**src/rsc_pkg.sv**
```systemverilog
// Package: offsets, reset values, field positions and carrier types of the radio synth/status register bank
package rsc_pkg;

    // ==========================================================
    // Register indices (byte address is four times the index)
    localparam logic [15:0] IDX_VCO_COARSE_CAL  = 16'hDF1E;
    localparam logic [15:0] IDX_SYNTH_CAL_CTRL  = 16'hDF1F;
    localparam logic [15:0] IDX_SENS_TUNE_A     = 16'hDF23;
    localparam logic [15:0] IDX_SENS_TUNE_B     = 16'hDF24;
    localparam logic [15:0] IDX_ANALOG_TEST     = 16'hDF25;
    localparam logic [15:0] IDX_OUTPUT_POWER    = 16'hDF2E;
    localparam logic [15:0] IDX_PART_CODE       = 16'hDF36;
    localparam logic [15:0] IDX_REVISION_CODE   = 16'hDF37;
    localparam logic [15:0] IDX_OFFSET_ESTIMATE = 16'hDF38;
    localparam logic [15:0] IDX_LINK_QUALITY    = 16'hDF39;
    localparam logic [15:0] IDX_IRQ_STATUS      = 16'hDF50;
    localparam logic [15:0] IDX_IRQ_MASK        = 16'hDF51;

    // ==========================================================
    // Reset values
    localparam logic [5:0]  RST_VCO_COARSE_CAL  = 6'h20;
    localparam logic [6:0]  RST_SYNTH_CAL_CTRL  = 7'h0D;
    localparam logic [7:0]  RST_SENS_TUNE_A     = 8'h88;
    localparam logic [7:0]  RST_SENS_TUNE_B     = 8'h11;
    localparam logic [7:0]  RST_ANALOG_TEST     = 8'h0B;
    localparam logic [7:0]  RST_OUTPUT_POWER    = 8'h00;
    localparam logic [7:0]  RST_OFFSET_ESTIMATE = 8'h00;
    localparam logic [6:0]  RST_LINK_QUALITY    = 7'h00;

    // Identity values: arbitrary, chosen only to be recognisable
    localparam logic [7:0]  PART_CODE_VALUE     = 8'hA5;
    localparam logic [7:0]  REVISION_VALUE      = 8'h01;

    // ==========================================================
    // Field positions and widths
    localparam int          ATC_OSC_SEL_BIT     = 1;
    localparam int          LQ_CRC_BIT          = 7;
    localparam int          IRQ_W               = 3;
    localparam int          IRQ_CAL_DONE        = 0;
    localparam int          IRQ_CRC_DONE        = 1;
    localparam int          IRQ_LQI_DONE        = 2;
    localparam logic [IRQ_W-1:0] RST_IRQ        = 3'h0;

    // ==========================================================
    // Status and results arriving from the radio core
    typedef struct packed {
        logic       cal_done;              // Calibration finished, pulse
        logic [5:0] cal_coarse;            // Coarse tuning result
        logic       rx_enter;              // Receive mode entered or restarted, pulse
        logic       crc_done;              // Checksum comparison finished, pulse
        logic       crc_match;             // Comparison result
        logic       crc_check_en;          // Checksum checking enabled
        logic       legacy_format_enable;  // Legacy packet format selected
        logic       est_valid;             // Offset estimate update, pulse
        logic [7:0] est_value;             // Offset estimate, two's complement
        logic       lqi_valid;             // Link quality update, pulse
        logic [6:0] lqi_value;             // Link quality estimate
    } rsc_radio_in_t;

    // Settings driven to the synthesizer and analog front end
    typedef struct packed {
        logic [5:0] vco_coarse_cal;        // Coarse tuning value in use
        logic [6:0] synth_cal_ctrl;        // Calibration control
        logic [7:0] sensitivity_tune_a;    // Sensitivity tuning A
        logic [7:0] sensitivity_tune_b;    // Sensitivity tuning B
        logic [7:0] analog_test_ctrl;      // Analog test control
        logic [7:0] output_power_entry;    // PA output level
        logic       osc_select_cal_enable; // Include oscillator selection stage
    } rsc_synth_cfg_t;

endpackage

```
**src/rsc_regs.sv**
```systemverilog
// AHB-Lite register bank for synthesizer calibration, tuning and radio status
//
// Function
// - Coarse tuning register holds 6 writable bits; top two bits read zero.
// - Written calibration results drive the synthesizer for the next frequency; a write landing in a cal_done cycle is dropped for the new result.
// - Calibration control register holds 7 writable bits; bit 7 reads zero.
// - Analog test bit 1 (reset one) includes oscillator selection calibration stage.
// - Output power register is 8-bit read/write, reset zero.
// - Read-only chip identifiers: 8-bit part code and 8-bit revision, each in its own register.
// - Offset estimate is read-only signed 8-bit demodulator value, reset zero.
// - Link quality bit 7 shows last checksum match; cleared on receive entry, except that a crc_done in that cycle loads crc_match instead.
// - Checksum flag reads one while checking is disabled.
// - Link quality bits 6:0 hold read-only estimate over 64 symbols, reset zero.
`timescale 1ns/1ps

module rsc_regs
    import rsc_pkg::*;
(
    input  wire logic           hclk,       // System clock
    input  wire logic           hresetn,    // Async reset, active low
    input  wire logic           hsel,       // Slave select
    input  wire logic [31:0]    haddr,      // Byte address
    input  wire logic [1:0]     htrans,     // Transfer type
    input  wire logic           hwrite,     // Write when high
    input  wire logic [2:0]     hsize,      // Transfer size, word only
    input  wire logic [31:0]    hwdata,     // Write data
    input  wire logic           hready,     // Bus ready in
    output logic      [31:0]    hrdata,     // Read data
    output logic                hreadyout,  // Slave ready out
    output logic                hresp,      // Always OKAY
    input  wire rsc_radio_in_t  radio_in,   // Radio core status
    output rsc_synth_cfg_t      synth_cfg,  // Settings to synthesizer
    output logic                irq         // Level interrupt
);

    // ==========================================================
    // Address decode
    // High when the byte address falls on a mapped word
    function automatic logic addr_mapped(input logic [31:0] a);
        logic [15:0] idx;
        logic        hit;
        idx = a[17:2];
        hit = 1'b0;
        if (a[31:18] != 14'h0000 || a[1:0] != 2'h0) begin
            hit = 1'b0;
        end else if (idx == IDX_VCO_COARSE_CAL || idx == IDX_SYNTH_CAL_CTRL) begin
            hit = 1'b1;
        end else if (idx == IDX_SENS_TUNE_A || idx == IDX_SENS_TUNE_B || idx == IDX_ANALOG_TEST) begin
            hit = 1'b1;
        end else if (idx == IDX_OUTPUT_POWER || idx == IDX_PART_CODE || idx == IDX_REVISION_CODE) begin
            hit = 1'b1;
        end else if (idx == IDX_OFFSET_ESTIMATE || idx == IDX_LINK_QUALITY) begin
            hit = 1'b1;
        end else if (idx == IDX_IRQ_STATUS || idx == IDX_IRQ_MASK) begin
            hit = 1'b1;
        end
        return hit;
    endfunction

    // ==========================================================
    // Declarations
    logic             accept;
    logic             wr_pend_q;
    logic [15:0]      wr_idx_q;
    logic             rd_pend_q;
    logic [15:0]      rd_idx_q;
    logic [31:0]      hrdata_q;
    logic             hreadyout_q;
    logic             wr_en;
    logic [7:0]       wbyte;

    logic [5:0]       vco_coarse_cal_q;
    logic [6:0]       synth_cal_ctrl_q;
    logic [7:0]       sens_tune_a_q;
    logic [7:0]       sens_tune_b_q;
    logic [7:0]       analog_test_q;
    logic [7:0]       output_power_q;
    logic [7:0]       offset_est_q;
    logic [7:0]       link_quality;
    logic [IRQ_W-1:0] irq_status_q;
    logic [IRQ_W-1:0] irq_status_d;
    logic [IRQ_W-1:0] irq_mask_q;
    logic [IRQ_W-1:0] irq_events;
    logic             irq_q;
    logic [7:0]       rd_mux;

    // Only word transfers are issued by the master, so hsize needs no decode
    assign accept = hsel & hready & htrans[1];
    assign wr_en  = wr_pend_q;
    assign wbyte  = hwdata[7:0];

    // ==========================================================
    // Bus phase tracking
    // Writes finish with no wait; reads take one wait state so hrdata comes from a flop
    always_ff @(posedge hclk or negedge hresetn) begin
        if (!hresetn) begin
            wr_pend_q <= 1'b0;
            wr_idx_q  <= 16'h0000;
            rd_pend_q <= 1'b0;
            rd_idx_q  <= 16'h0000;
        end else begin
            wr_pend_q <= accept & hwrite & addr_mapped(haddr);
            wr_idx_q  <= haddr[17:2];
            rd_pend_q <= accept & ~hwrite;
            rd_idx_q  <= addr_mapped(haddr) ? haddr[17:2] : 16'h0000;
        end
    end

    // Ready drops for the read's first data cycle, then returns with the data
    always_ff @(posedge hclk or negedge hresetn) begin
        if (!hresetn) begin
            hreadyout_q <= 1'b1;
        end else if (accept & ~hwrite) begin
            hreadyout_q <= 1'b0;
        end else begin
            hreadyout_q <= 1'b1;
        end
    end

    // ==========================================================
    // Writable calibration registers
    // A calibration result in the same cycle as a write wins: it is the newer tuning
    always_ff @(posedge hclk or negedge hresetn) begin
        if (!hresetn) begin
            vco_coarse_cal_q <= RST_VCO_COARSE_CAL;
        end else if (radio_in.cal_done) begin
            vco_coarse_cal_q <= radio_in.cal_coarse;
        end else if (wr_en && wr_idx_q == IDX_VCO_COARSE_CAL) begin
            vco_coarse_cal_q <= wbyte[5:0];
        end
    end

    // Calibration control; bit 7 has no storage
    always_ff @(posedge hclk or negedge hresetn) begin
        if (!hresetn) begin
            synth_cal_ctrl_q <= RST_SYNTH_CAL_CTRL;
        end else if (wr_en && wr_idx_q == IDX_SYNTH_CAL_CTRL) begin
            synth_cal_ctrl_q <= wbyte[6:0];
        end
    end

    // ==========================================================
    // Tuning, test and power registers
    // Recommended values are software's job; the hardware stores any byte
    always_ff @(posedge hclk or negedge hresetn) begin
        if (!hresetn) begin
            sens_tune_a_q  <= RST_SENS_TUNE_A;
            sens_tune_b_q  <= RST_SENS_TUNE_B;
            analog_test_q  <= RST_ANALOG_TEST;
            output_power_q <= RST_OUTPUT_POWER;
        end else if (wr_en) begin
            if (wr_idx_q == IDX_SENS_TUNE_A) begin
                sens_tune_a_q <= wbyte;
            end else if (wr_idx_q == IDX_SENS_TUNE_B) begin
                sens_tune_b_q <= wbyte;
            end else if (wr_idx_q == IDX_ANALOG_TEST) begin
                analog_test_q <= wbyte;
            end else if (wr_idx_q == IDX_OUTPUT_POWER) begin
                output_power_q <= wbyte;
            end
        end
    end

    // ==========================================================
    // Demodulator status
    always_ff @(posedge hclk or negedge hresetn) begin
        if (!hresetn) begin
            offset_est_q <= RST_OFFSET_ESTIMATE;
        end else if (radio_in.est_valid) begin
            offset_est_q <= radio_in.est_value;
        end
    end

    // Link quality byte with its checksum flag
    rsc_link_quality u_link_quality (
        .hclk         (hclk),
        .hresetn      (hresetn),
        .rx_enter     (radio_in.rx_enter),
        .crc_done     (radio_in.crc_done),
        .crc_match    (radio_in.crc_match),
        .crc_check_en (radio_in.crc_check_en),
        .lqi_valid    (radio_in.lqi_valid),
        .lqi_value    (radio_in.lqi_value),
        .link_quality (link_quality)
    );

    // ==========================================================
    // Interrupt status and mask
    assign irq_events[IRQ_CAL_DONE] = radio_in.cal_done;
    assign irq_events[IRQ_CRC_DONE] = radio_in.crc_done;
    assign irq_events[IRQ_LQI_DONE] = radio_in.lqi_valid;

    // Write-one-to-clear; a new event in the clearing cycle keeps its bit set
    always_comb begin
        irq_status_d = irq_status_q;
        if (wr_en && wr_idx_q == IDX_IRQ_STATUS) begin
            irq_status_d = irq_status_d & ~wbyte[IRQ_W-1:0];
        end
        irq_status_d = irq_status_d | irq_events;
    end

    always_ff @(posedge hclk or negedge hresetn) begin
        if (!hresetn) begin
            irq_status_q <= RST_IRQ;
        end else begin
            irq_status_q <= irq_status_d;
        end
    end

    always_ff @(posedge hclk or negedge hresetn) begin
        if (!hresetn) begin
            irq_mask_q <= RST_IRQ;
        end else if (wr_en && wr_idx_q == IDX_IRQ_MASK) begin
            irq_mask_q <= wbyte[IRQ_W-1:0];
        end
    end

    // Output registered from the next status so it follows the sticky bits in step
    always_ff @(posedge hclk or negedge hresetn) begin
        if (!hresetn) begin
            irq_q <= 1'b0;
        end else begin
            irq_q <= |(irq_status_d & irq_mask_q);
        end
    end

    // ==========================================================
    // Read multiplexer; unused bits and unmapped words read zero
    always_comb begin
        rd_mux = 8'h00;
        if (rd_idx_q == IDX_VCO_COARSE_CAL) begin
            rd_mux = {2'b00, vco_coarse_cal_q};
        end else if (rd_idx_q == IDX_SYNTH_CAL_CTRL) begin
            rd_mux = {1'b0, synth_cal_ctrl_q};
        end else if (rd_idx_q == IDX_SENS_TUNE_A) begin
            rd_mux = sens_tune_a_q;
        end else if (rd_idx_q == IDX_SENS_TUNE_B) begin
            rd_mux = sens_tune_b_q;
        end else if (rd_idx_q == IDX_ANALOG_TEST) begin
            rd_mux = analog_test_q;
        end else if (rd_idx_q == IDX_OUTPUT_POWER) begin
            rd_mux = output_power_q;
        end else if (rd_idx_q == IDX_PART_CODE) begin
            rd_mux = PART_CODE_VALUE;
        end else if (rd_idx_q == IDX_REVISION_CODE) begin
            rd_mux = REVISION_VALUE;
        end else if (rd_idx_q == IDX_OFFSET_ESTIMATE) begin
            rd_mux = offset_est_q;
        end else if (rd_idx_q == IDX_LINK_QUALITY) begin
            rd_mux = link_quality;
        end else if (rd_idx_q == IDX_IRQ_STATUS) begin
            rd_mux = {5'h00, irq_status_q};
        end else if (rd_idx_q == IDX_IRQ_MASK) begin
            rd_mux = {5'h00, irq_mask_q};
        end
    end

    // Data is loaded in the wait cycle and held until the next read
    always_ff @(posedge hclk or negedge hresetn) begin
        if (!hresetn) begin
            hrdata_q <= 32'h0000_0000;
        end else if (rd_pend_q) begin
            hrdata_q <= {24'h00_0000, rd_mux};
        end
    end

    // ==========================================================
    // Settings to the synthesizer come straight from their registers
    assign synth_cfg.vco_coarse_cal        = vco_coarse_cal_q;
    assign synth_cfg.synth_cal_ctrl        = synth_cal_ctrl_q;
    assign synth_cfg.sensitivity_tune_a    = sens_tune_a_q;
    assign synth_cfg.sensitivity_tune_b    = sens_tune_b_q;
    assign synth_cfg.analog_test_ctrl      = analog_test_q;
    assign synth_cfg.output_power_entry    = output_power_q;
    assign synth_cfg.osc_select_cal_enable = analog_test_q[ATC_OSC_SEL_BIT];

    assign hrdata    = hrdata_q;
    assign hreadyout = hreadyout_q;
    assign hresp     = 1'b0;
    assign irq       = irq_q;

endmodule // rsc_regs

```
**src/rsc_link_quality.sv**
```systemverilog
// Link quality register: checksum-match flag and demodulation-ease estimate
`timescale 1ns/1ps

module rsc_link_quality
    import rsc_pkg::*;
(
    input  wire logic       hclk,          // System clock
    input  wire logic       hresetn,       // Async reset, active low
    input  wire logic       rx_enter,      // Receive entered or restarted
    input  wire logic       crc_done,      // Checksum compared
    input  wire logic       crc_match,     // Comparison matched
    input  wire logic       crc_check_en,  // Checksum checking on
    input  wire logic       lqi_valid,     // New estimate present
    input  wire logic [6:0] lqi_value,     // Estimate from demodulator
    output logic      [7:0] link_quality   // Register read value
);

    logic       crc_flag_q;
    logic [6:0] lqi_q;

    // ==========================================================
    // Checksum flag: a result in the same cycle as the clear wins, so it is not lost
    always_ff @(posedge hclk or negedge hresetn) begin
        if (!hresetn) begin
            crc_flag_q <= 1'b0;
        end else if (crc_done) begin
            crc_flag_q <= crc_match;
        end else if (rx_enter) begin
            crc_flag_q <= 1'b0;
        end
    end

    // Estimate over the 64 symbols after sync is computed upstream; held here
    always_ff @(posedge hclk or negedge hresetn) begin
        if (!hresetn) begin
            lqi_q <= RST_LINK_QUALITY;
        end else if (lqi_valid) begin
            lqi_q <= lqi_value;
        end
    end

    // With checking off the flag must show one regardless of history
    assign link_quality = {(crc_flag_q | ~crc_check_en), lqi_q};

endmodule // rsc_link_quality

```
**config.mk**
```make
export PLATFORM = sky130hd
export DESIGN_NAME = rsc_regs
export DESIGN_NICKNAME = d
export VERILOG_FILES = /design/src/rsc_pkg.sv /design/src/rsc_regs.sv /design/src/rsc_link_quality.sv
export SDC_FILE = /design/constraint.sdc
export NUM_CORES = 1
export LEC_CHECK = 0
export ABC_AREA = 1
export BUFFER_PORTS_ARGS = -buffer_cell sky130_fd_sc_hd__buf_2
export CAP_MARGIN = 20
export CORE_AREA = 2 2 76 151
export CTS_CLUSTER_SIZE = 20
export DETAILED_ROUTE_END_ITERATION = 8
export DIE_AREA = 0 0 78 153
export GPL_TIMING_DRIVEN = 0
export MAX_ROUTING_LAYER = met4
export PLACE_DENSITY = 0.89
export SETUP_SLACK_MARGIN = 0.1
export SLEW_MARGIN = 40
export SYNTH_ARGS = -nofsm -noshare
export SYNTH_HDL_FRONTEND = slang
export SYNTH_SLANG_ARGS = --single-unit
export TNS_END_PERCENT = 50
```
**constraint.sdc**
```tcl
create_clock -name hclk -period 2.23 [get_ports hclk]
set_input_delay 0.223 -clock hclk [delete_from_list [all_inputs] [get_ports hclk]]
set_output_delay 0.223 -clock hclk [all_outputs]
set_load 0.03 [all_outputs]
```
==> results.toml <==
[run_status]
status = "completed"

[synth]
synthCells = 667
yosysWarningCount = 0
ys_seq_area_share_pct = 51.6
yosysUniqueCellTypes = 39
syn-cell-area_um2 = 5410
yosysTopAreaCell = "dfrtp_1"
synth_area_per_cell_um2 = 8.11
synth_top_area_share_pct = 45.8
synthTopCellsByArea = "dfrtp_1 46%, nand2_1 13%, dfstp_2 5.8%"
synth.ff_latch_count = 111

[worst_setup_path]
worstPathArrival_ps = 2300
worstPathRequired_ps = 2530
crit_slowest_cell = "dfrtp_1"
cp_max_fo = 4
end_kind = "flop"
path_cells = "inv_1 > nand2_1 > inv_1 > nand3_1 > nor2_2 > nand2_1 > nand2_1 > inv_1 > nand2_1 > nand2_1 > nand2_1 > nand2_1 > nand2_1 > nand2_1 > nand2_1 > nand2_1 > nand2_1"
crit_path_max_incr_delay_ps = 410
cp-start-kind = "flop"
crit_type = "reg2reg"
crit_top_cell = "nand2_1"
r2r_slack_ps = 220

[placed_design]
port_buffers = 128
place_congestion = 0.959
place_area_um2 = 6360
hpwlAfterDp_um = 11600

[sta]
period_needed_ps = 2010
setup_viol = 0
fin_crit_sh_pct = 90.0
fin_tns_setup_ps = 0
worst_slew_pin_slew_ps = 548
clock.fmax_mhz = 498
skew_ps = 11.8
hold_violations = 0
slew_headroom_pct = 63.3
slew_violations = 0
rsz0062_at_grt = "true"

[floorplanning]
initial_core_util_pct = 50.1
ioPinCount = 184
die_h_um = 153
design.die.area_um2 = 11900
placementRows = 54
chipWidth_um = 78
core_area_um2 = 10800

[pwr]
combPwrFrac_pct = 9.3
p_sw_share_pct = 24.7
p_clk_share_pct = 39.3
peakVddDrop_uv = 511
p_per_area_nw_per_um2 = 605
p_seq_share_pct = 51.4
power_switching_w = 0.00101
power_leakage_nw = 3.65
intPower_w = 0.00309

[clocking]
postCtsSetupBuffers = 0
cts_tree = "done"
insertion_delay_ps = 360
clockBufferDepth = 2
path_clk_slew_ps = 70
cts_root_buffer = "clkbuf_16"
cts_sinks = 111
cts_inserted_buffers = 9
htreeDepth = 3

[grt]
gr-total-overflow = 0
antenna_found_initial = 0
grt.total_usage_pct = 26.6
grt_pass1_vias = 5105
grt_pass1_wl_um = 23900
grt_max_degree = 64

[cells_and_area]
nNetsFinal = 946
fillers = 914
final_core_util_pct = 62.6
layout_common_cells = "186 x nand2_1, 130 x buf_2, 99 x dfrtp_1, 83 x inv_1, 61 x nor2_1"
antenna_cells = 0
final_area_um2 = 6770
final_common_cell = "nand2_1"
syn_to_final_growth_pct = 25.1
drive_gt1_share_pct = 25.1

[job]
max-cap-violations = 0

[routing]
wire_per_inst_um = 15.1
via_per_inst = 5.24
wl_um = 14900
firstDrtPassIters = 5
drt_iter0_markers = 409
vias = 5173
postRouteAntennaNets = 0
drc_errors = 0

[hold_path]
hold_class = "in2reg"
-- registers in the layout, summed over array words and instances, names as in the netlist --
signal                     cells
sens_tune_b_q                  8
rd_pend_q                      1
irq_mask_q                     3
u_link_quality.lqi_q           7
hrdata                         8
vco_coarse_cal_q               6
irq_status_q                   3
wr_en                          1
u_link_quality.crc_flag_q      1
analog_test_q                  8
offset_est_q                   8
synth_cal_ctrl_q               7
sens_tune_a_q                  8
rd_idx_q                      16
output_power_q                 8
wr_idx_q                      16
hreadyout                      1
irq                            1
-- per-layer routing --
| metal | routed length [um] | GRT usage (%) | vias to the layer above | part of all wire [%] |
|---|---|---|---|---|
| met1 | 4920 | 25.5 | 2402 | 33 |
| met2 | 8050 | 47.6 | 262 | 54 |
| met4 | 903 | 17.0 | 0 | 6.0 |
| met3 | 1070 | 5.02 | 70 | 7.2 |
| met5 | 0 | - | - | 0 |
| li1 | - | - | 2439 | - |
-- cells in the mapped netlist --
library cell    n
nor4_1          5
nor2_2          3
nor3_1         16
conb_1          1
and2_0          2
nand3_4         1
o21ai_1         1
mux2_2          5
a22o_1          1
a21oi_1        10
and2_1          1
dfstp_2        12
inv_1          83
nand3b_1        1
nor2_4          2
inv_2           4
nor2_1         63
nand3_1        33
buf_2           3
o21ai_0        60
a32oi_1         1
nand4_1        12
clkbuf_1        7
o2111ai_1       3
buf_4          28
o21a_1          1
nor4_2          1
a21o_1          1
o211ai_1        4
or2_0           1
nand2_2         2
nor3_2          1
nor3b_1         1
nor3_4          2
dfrtp_1        99
a31oi_1         2
nand2_1       186
o311ai_0        6
nand3_2         2
-- cell type report --
type / instances / area [um^2] / area share (%)
multi-input combinational: 457 / 2150 / 31.8
timing repair buffer: 139 / 778 / 11.5
clock inverter: 6 / 67.6 / 0.998
clock buffer: 10 / 229 / 3.38
tap: 140 / 175 / 2.59
inverter: 87 / 327 / 4.82
sequential: 111 / 2790 / 41.2
buffer: 38 / 251 / 3.71
-- path summary, 6_finish.rpt --
path,to,cells past startpoint,from
max in group asynchronous,synth_cal_ctrl_q[0],3,hresetn
min in group asynchronous,u_link_quality.crc_flag_q,2,hresetn
hold reg to reg,hrdata[3],2,hrdata[3]
setup / recovery,hrdata[1],17,rd_idx_q[1]
setup reg to reg,hrdata[1],17,rd_idx_q[1]
hold / removal,wr_idx_q[5],1,haddr[7]
-- repair_timing --
action                                  4_1_cts  5_1_grt
resized for setup                             0        3
hold buffers                                  9        1
hold endpoints to repair                     50        1
endpoints found under the setup margin        0        5
-- cell families (layout without fill, tap and decap cells) --
group / after synthesis / in the layout / share of synthesized area [%]
simple gates: 335 / 335 / 27.2
mux: 5 / 5 / 1.04
compound gates: 90 / 90 / 9.41
buf+inv: 125 / 280 / 10.7
other cells: 1 / 27 / 0.0693
flops: 111 / 111 / 51.6
-- stage by stage --
stage	setup WS (ps)	instances	hold WS (ps)	power (W)
after floorplan	609	693	-72.6	0.00233
after global placement	-193	961	342	0.00249
after detailed placement	213	962	139	0.00251
after CTS	204	987	4.12	0.00409
after global routing	22.3	988	0.219	0.00423
final	223	988	7.41	0.00409
-- critical path: cells and delay by family, from the launching register on --
| kind | cells | cell delay [ps] |
|---|---|---|
| and+or+nand+nor | 14 | 1180 |
| DFF | 1 | 410 |
| buffers and inverters | 3 | 350 |
-- power by group through the flow --
stage               sequential (W)  combinational [W]  clock (W)
CTS                        0.00211           0.000377    0.00161
floorplan                  0.00215           0.000175          0
finish                     0.00211           0.000380    0.00161
global placement           0.00214           0.000348          0
detailed placement         0.00214           0.000363          0
global route               0.00211           0.000415    0.00170
Power figures use the tool's default switching activity.
